[config.mk]
export PLATFORM = sky130hd
export DESIGN_NAME = sar_adc_conversion_control
export DESIGN_NICKNAME = d
export VERILOG_FILES = /design/src/sarcc_pkg.sv /design/src/sarcc_clkdiv.sv /design/src/sarcc_window.sv /design/src/sar_adc_conversion_control.sv
export SDC_FILE = /design/constraint.sdc
export NUM_CORES = 1
export LEC_CHECK = 0
export CORE_MARGIN = 1.5
export CORE_UTILIZATION = 25
export CTS_CLUSTER_SIZE = 8
export DETAILED_ROUTE_END_ITERATION = 12
export DONT_BUFFER_PORTS = 1
export GPL_ROUTABILITY_DRIVEN = 0
export HOLD_SLACK_MARGIN = 0.03
export PLACE_DENSITY = 0.41
export SETUP_SLACK_MARGIN = 0.3
export SLEW_MARGIN = 10
export SYNTH_ARGS = -nofsm -noshare
export SYNTH_HDL_FRONTEND = slang
export SYNTH_HIERARCHICAL = 1
export SYNTH_SLANG_ARGS = --single-unit
export TNS_END_PERCENT = 20
[constraint.sdc]
create_clock -name clk -period 3.6 [get_ports clk]
set_input_delay 0.72 -clock clk [delete_from_list [all_inputs] [get_ports clk]]
set_output_delay 0.72 -clock clk [all_outputs]
set_load 0.02 [all_outputs]
[src/sarcc_pkg.sv]
// Purpose: shared constants and types for the converter control block
// Assumes: system clock of 250 MHz
// Notes:   field codes and reset values live here only
package sarcc_pkg;
    localparam int unsigned CLK_MHZ         = 250;
    localparam int unsigned CONV_CLK_MAX_KHZ = 2500;
    // least divider keeping the converter clock within its limit
    localparam int unsigned DIV_MIN =
        (CLK_MHZ * 1000 + CONV_CLK_MAX_KHZ - 1) / CONV_CLK_MAX_KHZ;
    localparam int unsigned CONV_CLOCKS     = 16;
    localparam int unsigned TRACK_CLOCKS    = 3;
    localparam logic [7:0]  DIV_RESET       = 8'hff;
    localparam logic [2:0]  GAIN_RESET      = 3'h0;
    localparam logic [3:0]  CHAN_RESET      = 4'h0;
    localparam logic [3:0]  PAIR_RESET      = 4'h0;
    localparam logic [15:0] GT_RESET        = 16'hffff;
    localparam logic [15:0] LT_RESET        = 16'h0000;
    localparam int unsigned DONE_FLAG_BIT   = 5;
    localparam int unsigned SAMPLE_BITS     = 12;
    localparam logic [2:0]  GAIN_X1         = 3'h0;
    localparam logic [2:0]  GAIN_X2         = 3'h1;
    localparam logic [2:0]  GAIN_X4         = 3'h2;
    localparam logic [2:0]  GAIN_X8         = 3'h3;
    localparam logic [2:0]  GAIN_X16        = 3'h4;
    localparam logic [2:0]  GAIN_X0P5       = 3'h6;
    localparam logic [3:0]  CHAN_TEMP       = 4'h8;

    typedef enum logic [1:0] {
        SARCC_START_SW   = 2'b00,
        SARCC_START_T3   = 2'b01,
        SARCC_START_EXT  = 2'b10,
        SARCC_START_T2   = 2'b11
    } sarcc_start_t;

    typedef enum logic [1:0] {
        SARCC_IDLE   = 2'b00,
        SARCC_TRACK  = 2'b01,
        SARCC_CONV   = 2'b10,
        SARCC_FINISH = 2'b11
    } sarcc_state_t;
endpackage

[src/sarcc_clkdiv.sv]
// Purpose: converter clock tick generator
// Assumes: dividers below the least legal value are clamped
// Notes:   one-cycle tick per converter clock, restarts with run
`timescale 1ns/1ns
module sarcc_clkdiv (
    input  wire logic       clk,
    input  wire logic       rst_n,
    input  wire logic       ce,
    input  wire logic       run,
    input  wire logic [7:0] divider,
    output logic            tick
);
    logic [7:0] cnt_reg;
    logic [7:0] cnt_next;
    logic [7:0] limit;
    logic       tick_next;

    always_comb begin
        // clamp keeps the converter clock within its rating
        limit = (divider < 8'(sarcc_pkg::DIV_MIN)) ?
                8'(sarcc_pkg::DIV_MIN) : divider;
        cnt_next = cnt_reg;
        tick_next = 1'b0;
        if (!run) begin
            cnt_next = 8'h00;
        end else if (cnt_reg >= limit - 8'h01) begin
            cnt_next = 8'h00;
            tick_next = 1'b1;
        end else begin
            cnt_next = cnt_reg + 8'h01;
        end
    end

    always_ff @(posedge clk or negedge rst_n) begin
        if (!rst_n) begin
            cnt_reg <= 8'h00;
            tick <= 1'b0;
        end else if (ce) begin
            cnt_reg <= cnt_next;
            tick <= tick_next;
        end
    end
endmodule

[src/sarcc_window.sv]
// Purpose: window comparator on the justified data word
// Assumes: operands registered by the caller
// Notes:   purely combinational
`timescale 1ns/1ns
module sarcc_window (
    input  wire logic [15:0] word,
    input  wire logic [15:0] ltLimit,
    input  wire logic [15:0] gtLimit,
    input  wire logic        signedMode,
    output logic             hit
);
    function automatic logic less(input logic [15:0] a,
                                  input logic [15:0] b,
                                  input logic sgn);
        if (sgn) begin
            less = $signed(a) < $signed(b);
        end else begin
            less = a < b;
        end
    endfunction

    logic belowLt;
    logic aboveGt;
    logic inverted;

    always_comb begin
        belowLt = less(word, ltLimit, signedMode);
        aboveGt = less(gtLimit, word, signedMode);
        inverted = less(gtLimit, ltLimit, signedMode);
        if (inverted) begin
            hit = belowLt && aboveGt;
        end else begin
            hit = belowLt || aboveGt;
        end
    end
endmodule

[src/sar_adc_conversion_control.sv]
// Purpose: sequencing, triggers, flags and result placement of the converter
// Assumes: analog core returns a 12-bit sample when sampleValid pulses
// Notes:   control and status are plain ports
// Functional notes
// - subsystem runs only while enabled, else held in shutdown
// - nine channels, eight external plus temperature sensor
// - input pairs selectable differential or single-ended, reset single
// - three-bit gain field picks 0.5,1,2,4,8,16; unity after reset
// - converter clock equals system clock divided by divider field, dividers below 100 clamped to 100
// - two-bit start mode picks one of four trigger sources
// - busy high whole conversion, clears itself on completion
// - busy falling edge at completion sets done flag, and interrupt request when doneIntEnable
// - result placed left or right justified per justify bit
// - tracking-mode zero tracks continuously when not converting
// - tracking-mode one tracks three converter clocks after trigger, except with external start
// - low-power with external start tracks while low, converts on rise
// - tracking off while chip is in standby or sleep
// - sixteen converter clocks per conversion, clock at most 2.5 MHz
// - each end of conversion compares limits, sets window flag
// - inverted limits flag results strictly between them
// - normal limits flag results below less or above greater
// - differential comparisons signed on the justified word
// - differential results two's complement, sign extended when right
`timescale 1ns/1ns
module sar_adc_conversion_control (
    input  wire logic        clk,
    input  wire logic        arst_n,
    input  wire logic        ce,
    input  wire logic        convEnable,
    input  wire logic [1:0]  startMode,
    input  wire logic        swStart,
    input  wire logic        timer3Overflow,
    input  wire logic        timer2Overflow,
    input  wire logic        extConvertStart,
    input  wire logic        chipSleep,
    input  wire logic        trackingMode,
    input  wire logic        leftJustify,
    input  wire logic        doneFlagClear,
    input  wire logic        windowFlagClear,
    input  wire logic        doneIntEnable,
    input  wire logic        cfgWrite,
    input  wire logic [3:0]  channelSelIn,
    input  wire logic [3:0]  pairConfigIn,
    input  wire logic [2:0]  gainSelIn,
    input  wire logic [7:0]  clockDividerIn,
    input  wire logic [15:0] ltLimitIn,
    input  wire logic [15:0] gtLimitIn,
    input  wire logic        sampleValid,
    input  wire logic [11:0] sampleData,
    output logic             convBusy,
    output logic             convDoneFlag,
    output logic             doneIrq,
    output logic             windowFlag,
    output logic [7:0]       resultHighByte,
    output logic [7:0]       resultLowByte,
    output logic             analogPowerOn,
    output logic             trackEnable,
    output logic             holdSample,
    output logic [3:0]       channelSelect,
    output logic [3:0]       pairConfig,
    output logic [2:0]       gainSelect,
    output logic             diffChannel
);
    logic rstSync1;
    logic rstSync2;
    logic rst_n;

    always_ff @(posedge clk or negedge arst_n) begin
        if (!arst_n) begin
            rstSync1 <= 1'b0;
            rstSync2 <= 1'b0;
        end else begin
            rstSync1 <= 1'b1;
            rstSync2 <= rstSync1;
        end
    end
    assign rst_n = rstSync2;

    // pin: three stages, accepted when last two agree
    logic extS1;
    logic extS2;
    logic extS3;
    logic extLevel_reg;
    logic extLevel_next;
    logic extRise;

    always_ff @(posedge clk or negedge rst_n) begin
        if (!rst_n) begin
            extS1 <= 1'b0;
            extS2 <= 1'b0;
            extS3 <= 1'b0;
        end else if (ce) begin
            extS1 <= extConvertStart;
            extS2 <= extS1;
            extS3 <= extS2;
        end
    end

    always_comb begin
        extLevel_next = (extS2 == extS3) ? extS2 : extLevel_reg;
        extRise = extLevel_next && !extLevel_reg;
    end

    // configuration registers
    logic [3:0]  chan_reg;
    logic [3:0]  chan_next;
    logic [3:0]  pair_reg;
    logic [3:0]  pair_next;
    logic [2:0]  gain_reg;
    logic [2:0]  gain_next;
    logic [7:0]  div_reg;
    logic [7:0]  div_next;
    logic [15:0] lt_reg;
    logic [15:0] lt_next;
    logic [15:0] gt_reg;
    logic [15:0] gt_next;

    function automatic logic isDiff(input logic [3:0] ch,
                                    input logic [3:0] pairs);
        // temperature codes are never differential
        if (ch >= sarcc_pkg::CHAN_TEMP) begin
            isDiff = 1'b0;
        end else begin
            isDiff = pairs[ch[2:1]];
        end
    endfunction

    always_comb begin
        chan_next = chan_reg;
        pair_next = pair_reg;
        gain_next = gain_reg;
        div_next = div_reg;
        lt_next = lt_reg;
        gt_next = gt_reg;
        if (cfgWrite) begin
            // codes above temperature alias to it
            chan_next = channelSelIn[3] ? sarcc_pkg::CHAN_TEMP
                                        : channelSelIn;
            pair_next = pairConfigIn;
            gain_next = gainSelIn;
            div_next = clockDividerIn;
            lt_next = ltLimitIn;
            gt_next = gtLimitIn;
        end
    end

    always_ff @(posedge clk or negedge rst_n) begin
        if (!rst_n) begin
            chan_reg <= sarcc_pkg::CHAN_RESET;
            pair_reg <= sarcc_pkg::PAIR_RESET;
            gain_reg <= sarcc_pkg::GAIN_RESET;
            div_reg <= sarcc_pkg::DIV_RESET;
            lt_reg <= sarcc_pkg::LT_RESET;
            gt_reg <= sarcc_pkg::GT_RESET;
            extLevel_reg <= 1'b0;
        end else if (ce) begin
            chan_reg <= chan_next;
            pair_reg <= pair_next;
            gain_reg <= gain_next;
            div_reg <= div_next;
            lt_reg <= lt_next;
            gt_reg <= gt_next;
            extLevel_reg <= extLevel_next;
        end
    end

    // converter clock tick
    logic sarTick;

    sarcc_clkdiv u_div (
        .clk     (clk),
        .rst_n   (rst_n),
        .ce      (ce),
        .run     (convBusy),
        .divider (div_reg),
        .tick    (sarTick)
    );

    // sequencer
    sarcc_pkg::sarcc_state_t state_reg;
    sarcc_pkg::sarcc_state_t state_next;
    logic [4:0]  cnt_reg;
    logic [4:0]  cnt_next;
    logic        busy_next;
    logic        done_reg;
    logic        done_next;
    logic        irq_next;
    logic        win_next;
    logic [15:0] word_reg;
    logic [15:0] word_next;
    logic [11:0] sample_reg;
    logic [11:0] sample_next;
    logic        track_next;
    logic        hold_next;
    logic        trigger;
    logic        endConv;
    logic        lowPowerExt;
    logic        winHit;
    logic [15:0] justified;
    logic        diffNow;

    always_comb begin
        diffNow = isDiff(chan_reg, pair_reg);
        case (sarcc_pkg::sarcc_start_t'(startMode))
            sarcc_pkg::SARCC_START_SW:  trigger = swStart;
            sarcc_pkg::SARCC_START_T3:  trigger = timer3Overflow;
            sarcc_pkg::SARCC_START_EXT: trigger = extRise;
            default:                    trigger = timer2Overflow;
        endcase
        lowPowerExt = trackingMode &&
            (startMode == sarcc_pkg::SARCC_START_EXT);
        // justification, sign extended for right-justified differential readings
        if (leftJustify) begin
            justified = {sample_reg, 4'h0};
        end else if (diffNow) begin
            justified = {{4{sample_reg[11]}}, sample_reg};
        end else begin
            justified = {4'h0, sample_reg};
        end
    end

    sarcc_window u_win (
        .word       (justified),
        .ltLimit    (lt_reg),
        .gtLimit    (gt_reg),
        .signedMode (diffNow),
        .hit        (winHit)
    );

    always_comb begin
        state_next = state_reg;
        cnt_next = cnt_reg;
        sample_next = sample_reg;
        endConv = 1'b0;
        case (state_reg)
            sarcc_pkg::SARCC_IDLE: begin
                cnt_next = 5'h00;
                // a trigger in any other state is dropped
                if (trigger && convEnable) begin
                    // external start in low-power mode already tracked
                    if (trackingMode && !lowPowerExt) begin
                        state_next = sarcc_pkg::SARCC_TRACK;
                    end else begin
                        state_next = sarcc_pkg::SARCC_CONV;
                    end
                end
            end
            sarcc_pkg::SARCC_TRACK: begin
                if (sarTick) begin
                    if (cnt_reg == 5'(sarcc_pkg::TRACK_CLOCKS - 1)) begin
                        cnt_next = 5'h00;
                        state_next = sarcc_pkg::SARCC_CONV;
                    end else begin
                        cnt_next = cnt_reg + 5'h01;
                    end
                end
            end
            sarcc_pkg::SARCC_CONV: begin
                if (sampleValid) begin
                    sample_next = sampleData;
                end
                if (sarTick) begin
                    if (cnt_reg == 5'(sarcc_pkg::CONV_CLOCKS - 1)) begin
                        state_next = sarcc_pkg::SARCC_FINISH;
                    end else begin
                        cnt_next = cnt_reg + 5'h01;
                    end
                end
            end
            default: begin
                endConv = 1'b1;
                state_next = sarcc_pkg::SARCC_IDLE;
            end
        endcase
        if (!convEnable) begin
            state_next = sarcc_pkg::SARCC_IDLE;
            endConv = 1'b0;
        end
        // finish cycle included: busy falls with the flags
        busy_next = state_next != sarcc_pkg::SARCC_IDLE;
        // set wins over a clear in the same cycle
        done_next = endConv ? 1'b1 :
            (doneFlagClear ? 1'b0 : done_reg);
        irq_next = endConv && doneIntEnable;
        win_next = (endConv && winHit) ? 1'b1 :
            (windowFlagClear ? 1'b0 : windowFlag);
        word_next = endConv ? justified : word_reg;
        hold_next = busy_next && state_next == sarcc_pkg::SARCC_CONV;
        if (chipSleep || !convEnable) begin
            track_next = 1'b0;
        end else if (state_next == sarcc_pkg::SARCC_TRACK) begin
            track_next = 1'b1;
        end else if (state_next != sarcc_pkg::SARCC_IDLE) begin
            track_next = 1'b0;
        end else if (lowPowerExt) begin
            track_next = !extLevel_next;
        end else begin
            track_next = !trackingMode;
        end
    end

    always_ff @(posedge clk or negedge rst_n) begin
        if (!rst_n) begin
            state_reg <= sarcc_pkg::SARCC_IDLE;
            cnt_reg <= 5'h00;
            sample_reg <= 12'h000;
            word_reg <= 16'h0000;
            done_reg <= 1'b0;
            convBusy <= 1'b0;
            convDoneFlag <= 1'b0;
            doneIrq <= 1'b0;
            windowFlag <= 1'b0;
            resultHighByte <= 8'h00;
            resultLowByte <= 8'h00;
            analogPowerOn <= 1'b0;
            trackEnable <= 1'b0;
            holdSample <= 1'b0;
            channelSelect <= sarcc_pkg::CHAN_RESET;
            pairConfig <= sarcc_pkg::PAIR_RESET;
            gainSelect <= sarcc_pkg::GAIN_RESET;
            diffChannel <= 1'b0;
        end else if (ce) begin
            state_reg <= state_next;
            cnt_reg <= cnt_next;
            sample_reg <= sample_next;
            word_reg <= word_next;
            done_reg <= done_next;
            convBusy <= busy_next;
            convDoneFlag <= done_next;
            doneIrq <= irq_next;
            windowFlag <= win_next;
            resultHighByte <= word_next[15:8];
            resultLowByte <= word_next[7:0];
            analogPowerOn <= convEnable;
            trackEnable <= track_next;
            holdSample <= hold_next;
            channelSelect <= chan_next;
            pairConfig <= pair_next;
            gainSelect <= gain_next;
            diffChannel <= isDiff(chan_next, pair_next);
        end
    end
endmodule

==> results.json, run 1 <==
{
  "synthArstFlopShare_pct": 100,
  "overflow": 0,
  "worstMarginPinSlew_ps": 1070,
  "worstSetupPathType": "flop to flop",
  "multiInputGateArea_um2": 3450,
  "postRouteAntennaNets": 0,
  "wl_um": 16800,
  "startpoint_type": "flop",
  "clock-sinks": 109,
  "viasPerCell": 4.70,
  "p_leak_nw": 3.26,
  "clock_latency_ps": 360,
  "place_area_um2": 6820,
  "syn_nets": 728,
  "final_nets": 736,
  "grt_pass1_vias": 4673,
  "hold_viol": 0,
  "cts_tree": "yes",
  "arrival_ps": 3520,
  "synthCells": 585,
  "synthAdderAreaFrac_pct": 12.3,
  "hpwl_um": 13300,
  "pin_count": 116,
  "fmax_mhz": 305,
  "required_ps": 3840,
  "post-route-min-period_ps": 3280,
  "drc_errors": 0,
  "start_util_pct": 25.5,
  "die-area_um2": 26600,
  "stdcell_area_um2": 7220,
  "cp-end-kind": "flop",
  "syn_to_final_growth_pct": 12.7,
  "grt_usage_pct": 13.2,
  "numCtsBuffers": 9,
  "die_w_um": 163,
  "drt-initial-drc-count": 154,
  "finalPower_w": 0.00430,
  "fin_skew_ps": 13.4,
  "die-height_um": 163,
  "hp-class": "flop to flop",
  "irDropWorstVdd_mv": 0.258,
  "max_slew_margin_pct": 29.0,
  "mostFrequentLayoutCells": "dfrtp_1, mux2_2, nand2_1, ha_1, inv_1",
  "rsz0062_at_grt": "yes",
  "root_buffer": "clkbuf_16",
  "synth_xor_area_share_pct": 0.546,
  "antenna_found_initial": 3,
  "synth_compound_area_share_pct": 12.1,
  "ys_seq_elements": 109,
  "vias": 4382,
  "cts_buffer_depth": 2,
  "synth_top_family_by_area": "multiplexers",
  "firstDrtPassIters": 4,
  "muxShareOfSynthArea_pct": 15.4,
  "power_density_nw_per_um2": 596,
  "drive_gt1_share_pct": 27.1,
  "fin_crit_sh_pct": 91.1,
  "syn_avg_cell_area_um2": 11.0,
  "numPortBuffers": 0,
  "cp_max_fo": 3,
  "syn-cell-area_um2": 6410,
  "wl_per_cell_um": 18.0,
  "grt_start_max_net_pins": 82,
  "ys_warn_count": 6,
  "grt_pass1_wl_um": 26800,
  "rows": 58,
  "core-area_um2": 25200,
  "ys_seq_area_share_pct": 43.0,
  "synth.distinct_cells": 79,
  "final_common_cell": "dfrtp_1",
  "drv_slew": 0,
  "synth_edf_count": 0,
  "regArea_um2": 2760,
  "synthSimpleGateAreaFrac_pct": 12.6,
  "h-tree-depth": 3,
  "drv_cap": 0,
  "setup_viol": 0,
  "yosys_most_used_dff": "dfrtp_1",
  "path_clk_slew_ps": 80,
  "n_fill_cell": 2556,
  "status": "finished clean",
  "timing.setup.tns_ps": 0
}
## kinds of logic after synthesis
group	Yosys count
xor+xnor	4
compound gates	104
simple gates	156
mux	87
flops	109
fa+ha+maj	63
other cells	1
buf+inv	61
## Yosys cell counts (3+ instances only)
cell / count / area share (%)
dfrtp_1: 85 / 33
mux2_2: 77 / 14
mux2i_1: 7 / 1.1
a2111oi_0: 3 / 0.41
and3_1: 7 / 0.68
o21a_1: 3 / 0.35
nand3_1: 11 / 0.86
a31oi_1: 3 / 0.29
ha_1: 62 / 12
nand4_1: 6 / 0.59
a22o_1: 8 / 1.1
o21ai_1: 5 / 0.39
buf_2: 7 / 0.55
a211oi_1: 6 / 0.70
o21bai_1: 3 / 0.35
inv_1: 44 / 2.6
a21oi_1: 16 / 1.2
o21ai_0: 18 / 1.4
nand2b_1: 8 / 0.78
xor2_1: 3 / 0.41
a21o_1: 5 / 0.59
nor2_1: 12 / 0.70
dfstp_2: 24 / 9.8
o31ai_1: 4 / 0.47
and2_1: 3 / 0.29
nor2b_1: 21 / 2.0
clkbuf_1: 5 / 0.29
nand2_1: 67 / 3.9
## report_power, final
part | internal [W] | switching (W) | leakage [nW]
Combinational | 0.000652 | 0.000709 | 1.77
Clock | 0.000618 | 0.000489 | 0.154
Sequential | 0.00150 | 0.000337 | 1.33
Total | 0.00277 | 0.00153 | 3.26
## area by class of cell
class	instances	area share [%]
multi-input cells	415	47.7
flip-flops and latches	109	38.2
well taps	330	5.72
clock buffers	10	3.17
inverters	45	2.34
repair buffers	13	1.39
clock inverters	6	1.30
diodes	4	0.139
## routing by layer
metal | track usage (%) | wire length (um) | vias up | share of wire [%]
met5 | 0 | 0 | - | 0
li1 | - | - | 2115 | -
met1 | 16.3 | 7270 | 2162 | 43
met4 | 3.96 | 212 | 0 | 1.3
met2 | 22.7 | 8450 | 92 | 50
met3 | 3.20 | 835 | 13 | 5.0
## worst paths after layout
path                                  startpoint          to  slack [ps]  cells after the start
min in group asynchronous               rstSync2       extS1         510                      0
worst max-delay path            channelSelect[1]  windowFlag         320                     13
worst max register to register  channelSelect[1]  windowFlag         320                     13
max in group asynchronous               rstSync2  gt_reg[13]        2120                      1
worst min-delay path                    rstSync1    rstSync2         360                      0
worst min register to register          rstSync1    rstSync2         360                      0
## timing repair
item,in CTS,in global routing
setup endpoints to repair,1,1
hold buffers,1,0
resized for setup,6,3
pin swaps,11,1
hold endpoints to repair,2,0
setup buffers,2,0
## stage by stage
step                hold WS (ps)  setup WS, ps  utilization [%]  cells
floorplan                    331           166                -    585
global placement             337           137             27.1    909
detailed placement           340          95.8             27.1    909
CTS                          361           256             28.6    928
global route                 373           140             28.6    928
finish                       356           319             28.7    932
## critical path: stages (launching register included)
cell	delay [ps]
dfrtp_2	370
mux4_2	510
nor2b_4	160
o21a_2	260
inv_2	70
ha_4	130
nand4b_1	140
nor4_2	270
a32oi_1	130
o211a_1	150
nor2b_1	140
or4b_1	500
o311a_1	130
a22o_1	200
Note: power is estimated with default switching activity, not from simulation.
==> inputs of run 2 (changes only) <==
--- a/config.mk
+++ b/config.mk
@@ -12,7 +12,7 @@
 export DONT_BUFFER_PORTS = 1
 export GPL_ROUTABILITY_DRIVEN = 0
 export HOLD_SLACK_MARGIN = 0.03
-export PLACE_DENSITY = 0.41
+export PLACE_DENSITY = 0.43
 export SETUP_SLACK_MARGIN = 0.3
 export SLEW_MARGIN = 10
 export SYNTH_ARGS = -nofsm -noshare
==> constraint.sdc (replaced) <==
create_clock -name clk -period 2.8 [get_ports clk]
set_input_delay 0.56 -clock clk [delete_from_list [all_inputs] [get_ports clk]]
set_output_delay 0.56 -clock clk [all_outputs]
set_load 0.02 [all_outputs]
==> results.json, run 2 (synthesis results as in run 1) <==
{
  "violations": "setup timing",
  "route.met2.wl_um": 8040,
  "timing.setup.tns_ps": -492,
  "drv_slew": 0,
  "cts_tree": "yes",
  "pin_count": 116,
  "cp_max_fo": 3,
  "finish.utilization_pct": 29.5,
  "grt_pass1_vias": 4783,
  "startpoint_type": "flop",
  "finalWorstSetupSlack_ps": -492,
  "firstDrtPassIters": 4,
  "grt_start_max_net_pins": 49,
  "highest_layer": "met5",
  "syn_to_final_growth_pct": 15.8,
  "numPortBuffers": 0,
  "worstMarginPinSlew_ps": 642,
  "cts_buffer_depth": 2,
  "hold_viol": 0,
  "final_common_cell": "dfrtp_1",
  "antenna_found_initial": 2,
  "required_ps": 3050,
  "max_slew_margin_pct": 56.1,
  "p_leak_nw": 3.40,
  "fmax_mhz": 304,
  "cp-end-kind": "flop",
  "wl_met1_um": 7480,
  "die-height_um": 163,
  "h-tree-depth": 3,
  "irDropWorstVdd_mv": 0.364,
  "path_clk_slew_ps": 80,
  "numCtsBuffers": 9,
  "drv_cap": 0,
  "start_util_pct": 25.5,
  "setup_viol": 1,
  "wl_per_cell_um": 17.5,
  "fin_skew_ps": 18.2,
  "core-area_um2": 25200,
  "die_w_um": 163,
  "drt-initial-drc-count": 131,
  "rsz0062_at_grt": "yes",
  "hp-class": "input pin to flop",
  "hpwl_um": 13200,
  "root_buffer": "clkbuf_16",
  "postRouteAntennaNets": 0,
  "clock_latency_ps": 360,
  "post-route-min-period_ps": 3290,
  "wl_um": 16700,
  "mostFrequentLayoutCells": "dfrtp_1, mux2_2, nand2_1, ha_1, inv_1",
  "drive_gt1_share_pct": 30.0,
  "n_antenna_cell": 0,
  "vias": 4410,
  "route.met3.wl_um": 891,
  "grt_usage_pct": 13.1,
  "power_density_nw_per_um2": 757,
  "drc_errors": 0,
  "rows": 58,
  "grt_pass1_wl_um": 26800,
  "post_cts.repair.setup_buffers": 0,
  "overflow": 0,
  "arrival_ps": 3540,
  "viasPerCell": 4.63,
  "final_nets": 761,
  "fin_crit_sh_pct": 118,
  "die-area_um2": 26600,
  "status": "finished with violations",
  "worstSetupPathType": "flop to flop",
  "clock-sinks": 109
}
-- run 2: stage by stage --
stage / std cells / total power (W) / cell area, um^2 / setup WS, ps / hold WS [ps]
CTS: 953 / 0.00570 / 7380 / -508 / 267
global placement: 936 / 0.00425 / 7050 / -557 / 265
detailed placement: 936 / 0.00431 / 7050 / -645 / 265
floorplan: 585 / 0.00359 / 6410 / -588 / 264
global route: 953 / 0.00608 / 7420 / -719 / 275
finish: 953 / 0.00562 / 7420 / -492 / 291
-- run 2: final timing paths --
check                      cells after the start               end  slack [ps]             start
min                                            1  u_div/cnt_reg[1]         290                ce
max                                           13        windowFlag        -490  channelSelect[1]
max reg2reg                                   13        windowFlag        -490  channelSelect[1]
min reg2reg                                    0     analogPowerOn         340          rstSync2
min in group asynchronous                      0     analogPowerOn         340          rstSync2
max in group asynchronous                      1        gt_reg[13]        1690          rstSync2
-- run 2: final cells by class --
| cell class | count | area (um^2) |
|---|---|---|
| fillers | 2566 | 17800 |
| multi-input cells | 415 | 3470 |
| flip-flops and latches | 109 | 2760 |
| well taps | 330 | 413 |
| repair buffers | 38 | 313 |
| clock buffers | 9 | 225 |
| inverters | 45 | 169 |
| clock inverters | 7 | 72.6 |
-- run 2: routing by layer --
metal / GRT usage [%] / vias up
li1: - / 2170
met1: 16.6 / 2122
met2: 22.0 / 99
met3: 3.53 / 17
met4: 3.21 / 2
met5: 0 / -
-- run 2: report_power, final --
part / leakage, nW / internal (W) / switching (W)
sequential: 1.33 / 0.00193 / 0.000416
clock: 0.149 / 0.000635 / 0.000663
combinational: 1.92 / 0.00100 / 0.000980
total: 3.40 / 0.00356 / 0.00206
-- run 2: critical path, stage by stage (launching register included) --
cell      delay, ps
dfrtp_2         370
mux4_2          490
nor2b_4         150
nand2_1         100
nand2_1         110
ha_1            320
nand4_1         140
nor4_2          160
a221oi_1        120
a211oi_2        310
nor2b_1          90
or4b_1          500
o311a_1         140
a22o_1          210
-- run 2: what timing repair did --
item / in CTS / in global routing
setup endpoints to repair: 6 / 8
hold buffers: 1 / 0
hold endpoints to repair: 2 / 0
gates resized for setup: 7 / 6
pin swaps: 20 / 18
==> inputs of run 3 (changes only) <==
--- a/config.mk
+++ b/config.mk
@@ -13,6 +13,7 @@
 export GPL_ROUTABILITY_DRIVEN = 0
 export HOLD_SLACK_MARGIN = 0.03
 export PLACE_DENSITY = 0.43
+export REMOVE_ABC_BUFFERS = 1
 export SETUP_SLACK_MARGIN = 0.3
 export SLEW_MARGIN = 10
 export SYNTH_ARGS = -nofsm -noshare
==> results.json, run 3 (synthesis results as in run 1) <==
{
  "vias": 4442,
  "stdcell_area_um2": 7520,
  "worstMarginPinSlew_ps": 699,
  "hpwl_um": 12700,
  "critPathSlowestCell": "mux4_2",
  "cp_max_fo": 4,
  "overflow": 0,
  "p_leak_nw": 3.40,
  "root_buffer": "clkbuf_16",
  "grt_pass1_wl_um": 26000,
  "die-area_um2": 26600,
  "max_slew_margin_pct": 53.3,
  "timing.rr.end": "windowFlag",
  "dp_cells": 939,
  "timing.setup.tns_ps": -612,
  "setup.worst_path.start": "channelSelect[1]",
  "cts_buffer_depth": 2,
  "violations": "setup timing",
  "h-tree-depth": 3,
  "drt-initial-drc-count": 185,
  "numPortBuffers": 0,
  "rows": 58,
  "core-area_um2": 25200,
  "final_common_cell": "dfrtp_1",
  "postRouteAntennaNets": 0,
  "final_nets": 765,
  "hp-class": "input pin to flop",
  "drv_cap": 0,
  "grt_start_max_net_pins": 70,
  "path_clk_slew_ps": 80,
  "power_density_nw_per_um2": 751,
  "start_util_pct": 25.5,
  "clock_latency_ps": 350,
  "place_area_um2": 7070,
  "startpoint_type": "flop",
  "firstDrtPassIters": 4,
  "wl_um": 16600,
  "arrival_ps": 3650,
  "fin_crit_sh_pct": 122,
  "syn_to_final_growth_pct": 17.3,
  "numCtsBuffers": 9,
  "cp-end-kind": "flop",
  "post-route-min-period_ps": 3410,
  "antenna_found_initial": 3,
  "fmax_mhz": 293,
  "n_fill_cell": 2562,
  "drv_slew": 0,
  "cp.buffers_inverters": 2,
  "stdcell_count": 959,
  "setup_viol": 1,
  "rsz0062_at_grt": "yes",
  "cp_cell_sequence": "mux4_2, nor2b_4, o21a_1, buf_4, inv_2, ha_4, nand4b_1, nor4_2, a32oi_1, o211a_1, nor2b_1, or4b_1, o311a_1, a22o_1",
  "grt_usage_pct": 12.7,
  "drive_gt1_share_pct": 31.3,
  "fin_skew_ps": 7.29,
  "die_w_um": 163,
  "required_ps": 3040,
  "hold_viol": 0,
  "wl_per_cell_um": 17.3,
  "worstSetupPathType": "flop to flop",
  "status": "finished with violations",
  "pre_cts_ws_ps": -664,
  "max_stage_delay_ps": 510,
  "viasPerCell": 4.63,
  "cts_tree": "yes",
  "crit_family": "simple AND/OR/NAND/NOR gates",
  "grt_pass1_vias": 4651,
  "clock-sinks": 109,
  "finalWorstSetupSlack_ps": -612,
  "min_path_cells": 1,
  "timing.rr.start": "channelSelect[1]",
  "pin_count": 116,
  "irDropWorstVdd_mv": 0.314,
  "reg2regPathDepth": 14,
  "regToRegSetupSlack_ps": -610,
  "cp.depth": 14,
  "mostFrequentLayoutCells": "dfrtp_1, mux2_2, nand2_1, ha_1, inv_1",
  "die-height_um": 163,
  "crit_end": "windowFlag",
  "hold_path_startpoint": "ce",
  "drc_errors": 0
}
[run 3: layer usage]
| layer | share of wire [%] | GRT usage (%) |
|---|---|---|
| met5 | 0.072 | 0 |
| met4 | 0.55 | 2.25 |
| met3 | 7.5 | 4.52 |
| met2 | 46 | 20.0 |
| met1 | 46 | 16.8 |
[run 3: worst min path at each step]
stage / end
after floorplan: rstSync1
after global placement: rstSync1
after detailed placement: rstSync1
after CTS: state_reg[0]
after global routing: state_reg[0]
final: state_reg[0]
[run 3: final cells by class]
type | count | area (um^2) | area share, %
antenna | 2 | 5.00 | 0.0665
clock buffer | 11 | 233 | 3.09
clock inverter | 5 | 36.3 | 0.482
inverter | 45 | 169 | 2.25
multi-input combinational | 415 | 3560 | 47.3
sequential | 109 | 2760 | 36.7
tap | 330 | 413 | 5.49
timing repair buffer | 42 | 343 | 4.56
[run 3: timing repair]
action / in CTS / in global routing
gates resized for setup: 12 / 12
cloned: 0 / 0
hold buffers: 1 / 0
pin swaps: 19 / 19
hold endpoints to repair: 2 / 0
setup buffers: 1 / 0
setup endpoints to repair: 7 / 8
[run 3: per-stage QoR]
stage / power [W] / hold WS (ps) / utilization [%]
finish: 0.00565 / 291 / 29.9
global placement: 0.00428 / 264 / 28.1
detailed placement: 0.00433 / 264 / 28.1
CTS: 0.00568 / 269 / 29.5
floorplan: 0.00358 / 264 / -
global route: 0.00608 / 276 / 29.9
[run 3: power by group]
part / internal, W / total, W / switching (W)
registers: 0.00193 / 0.00235 / 0.000422
logic: 0.00108 / 0.00207 / 0.000993
clock network: 0.000608 / 0.00123 / 0.000617
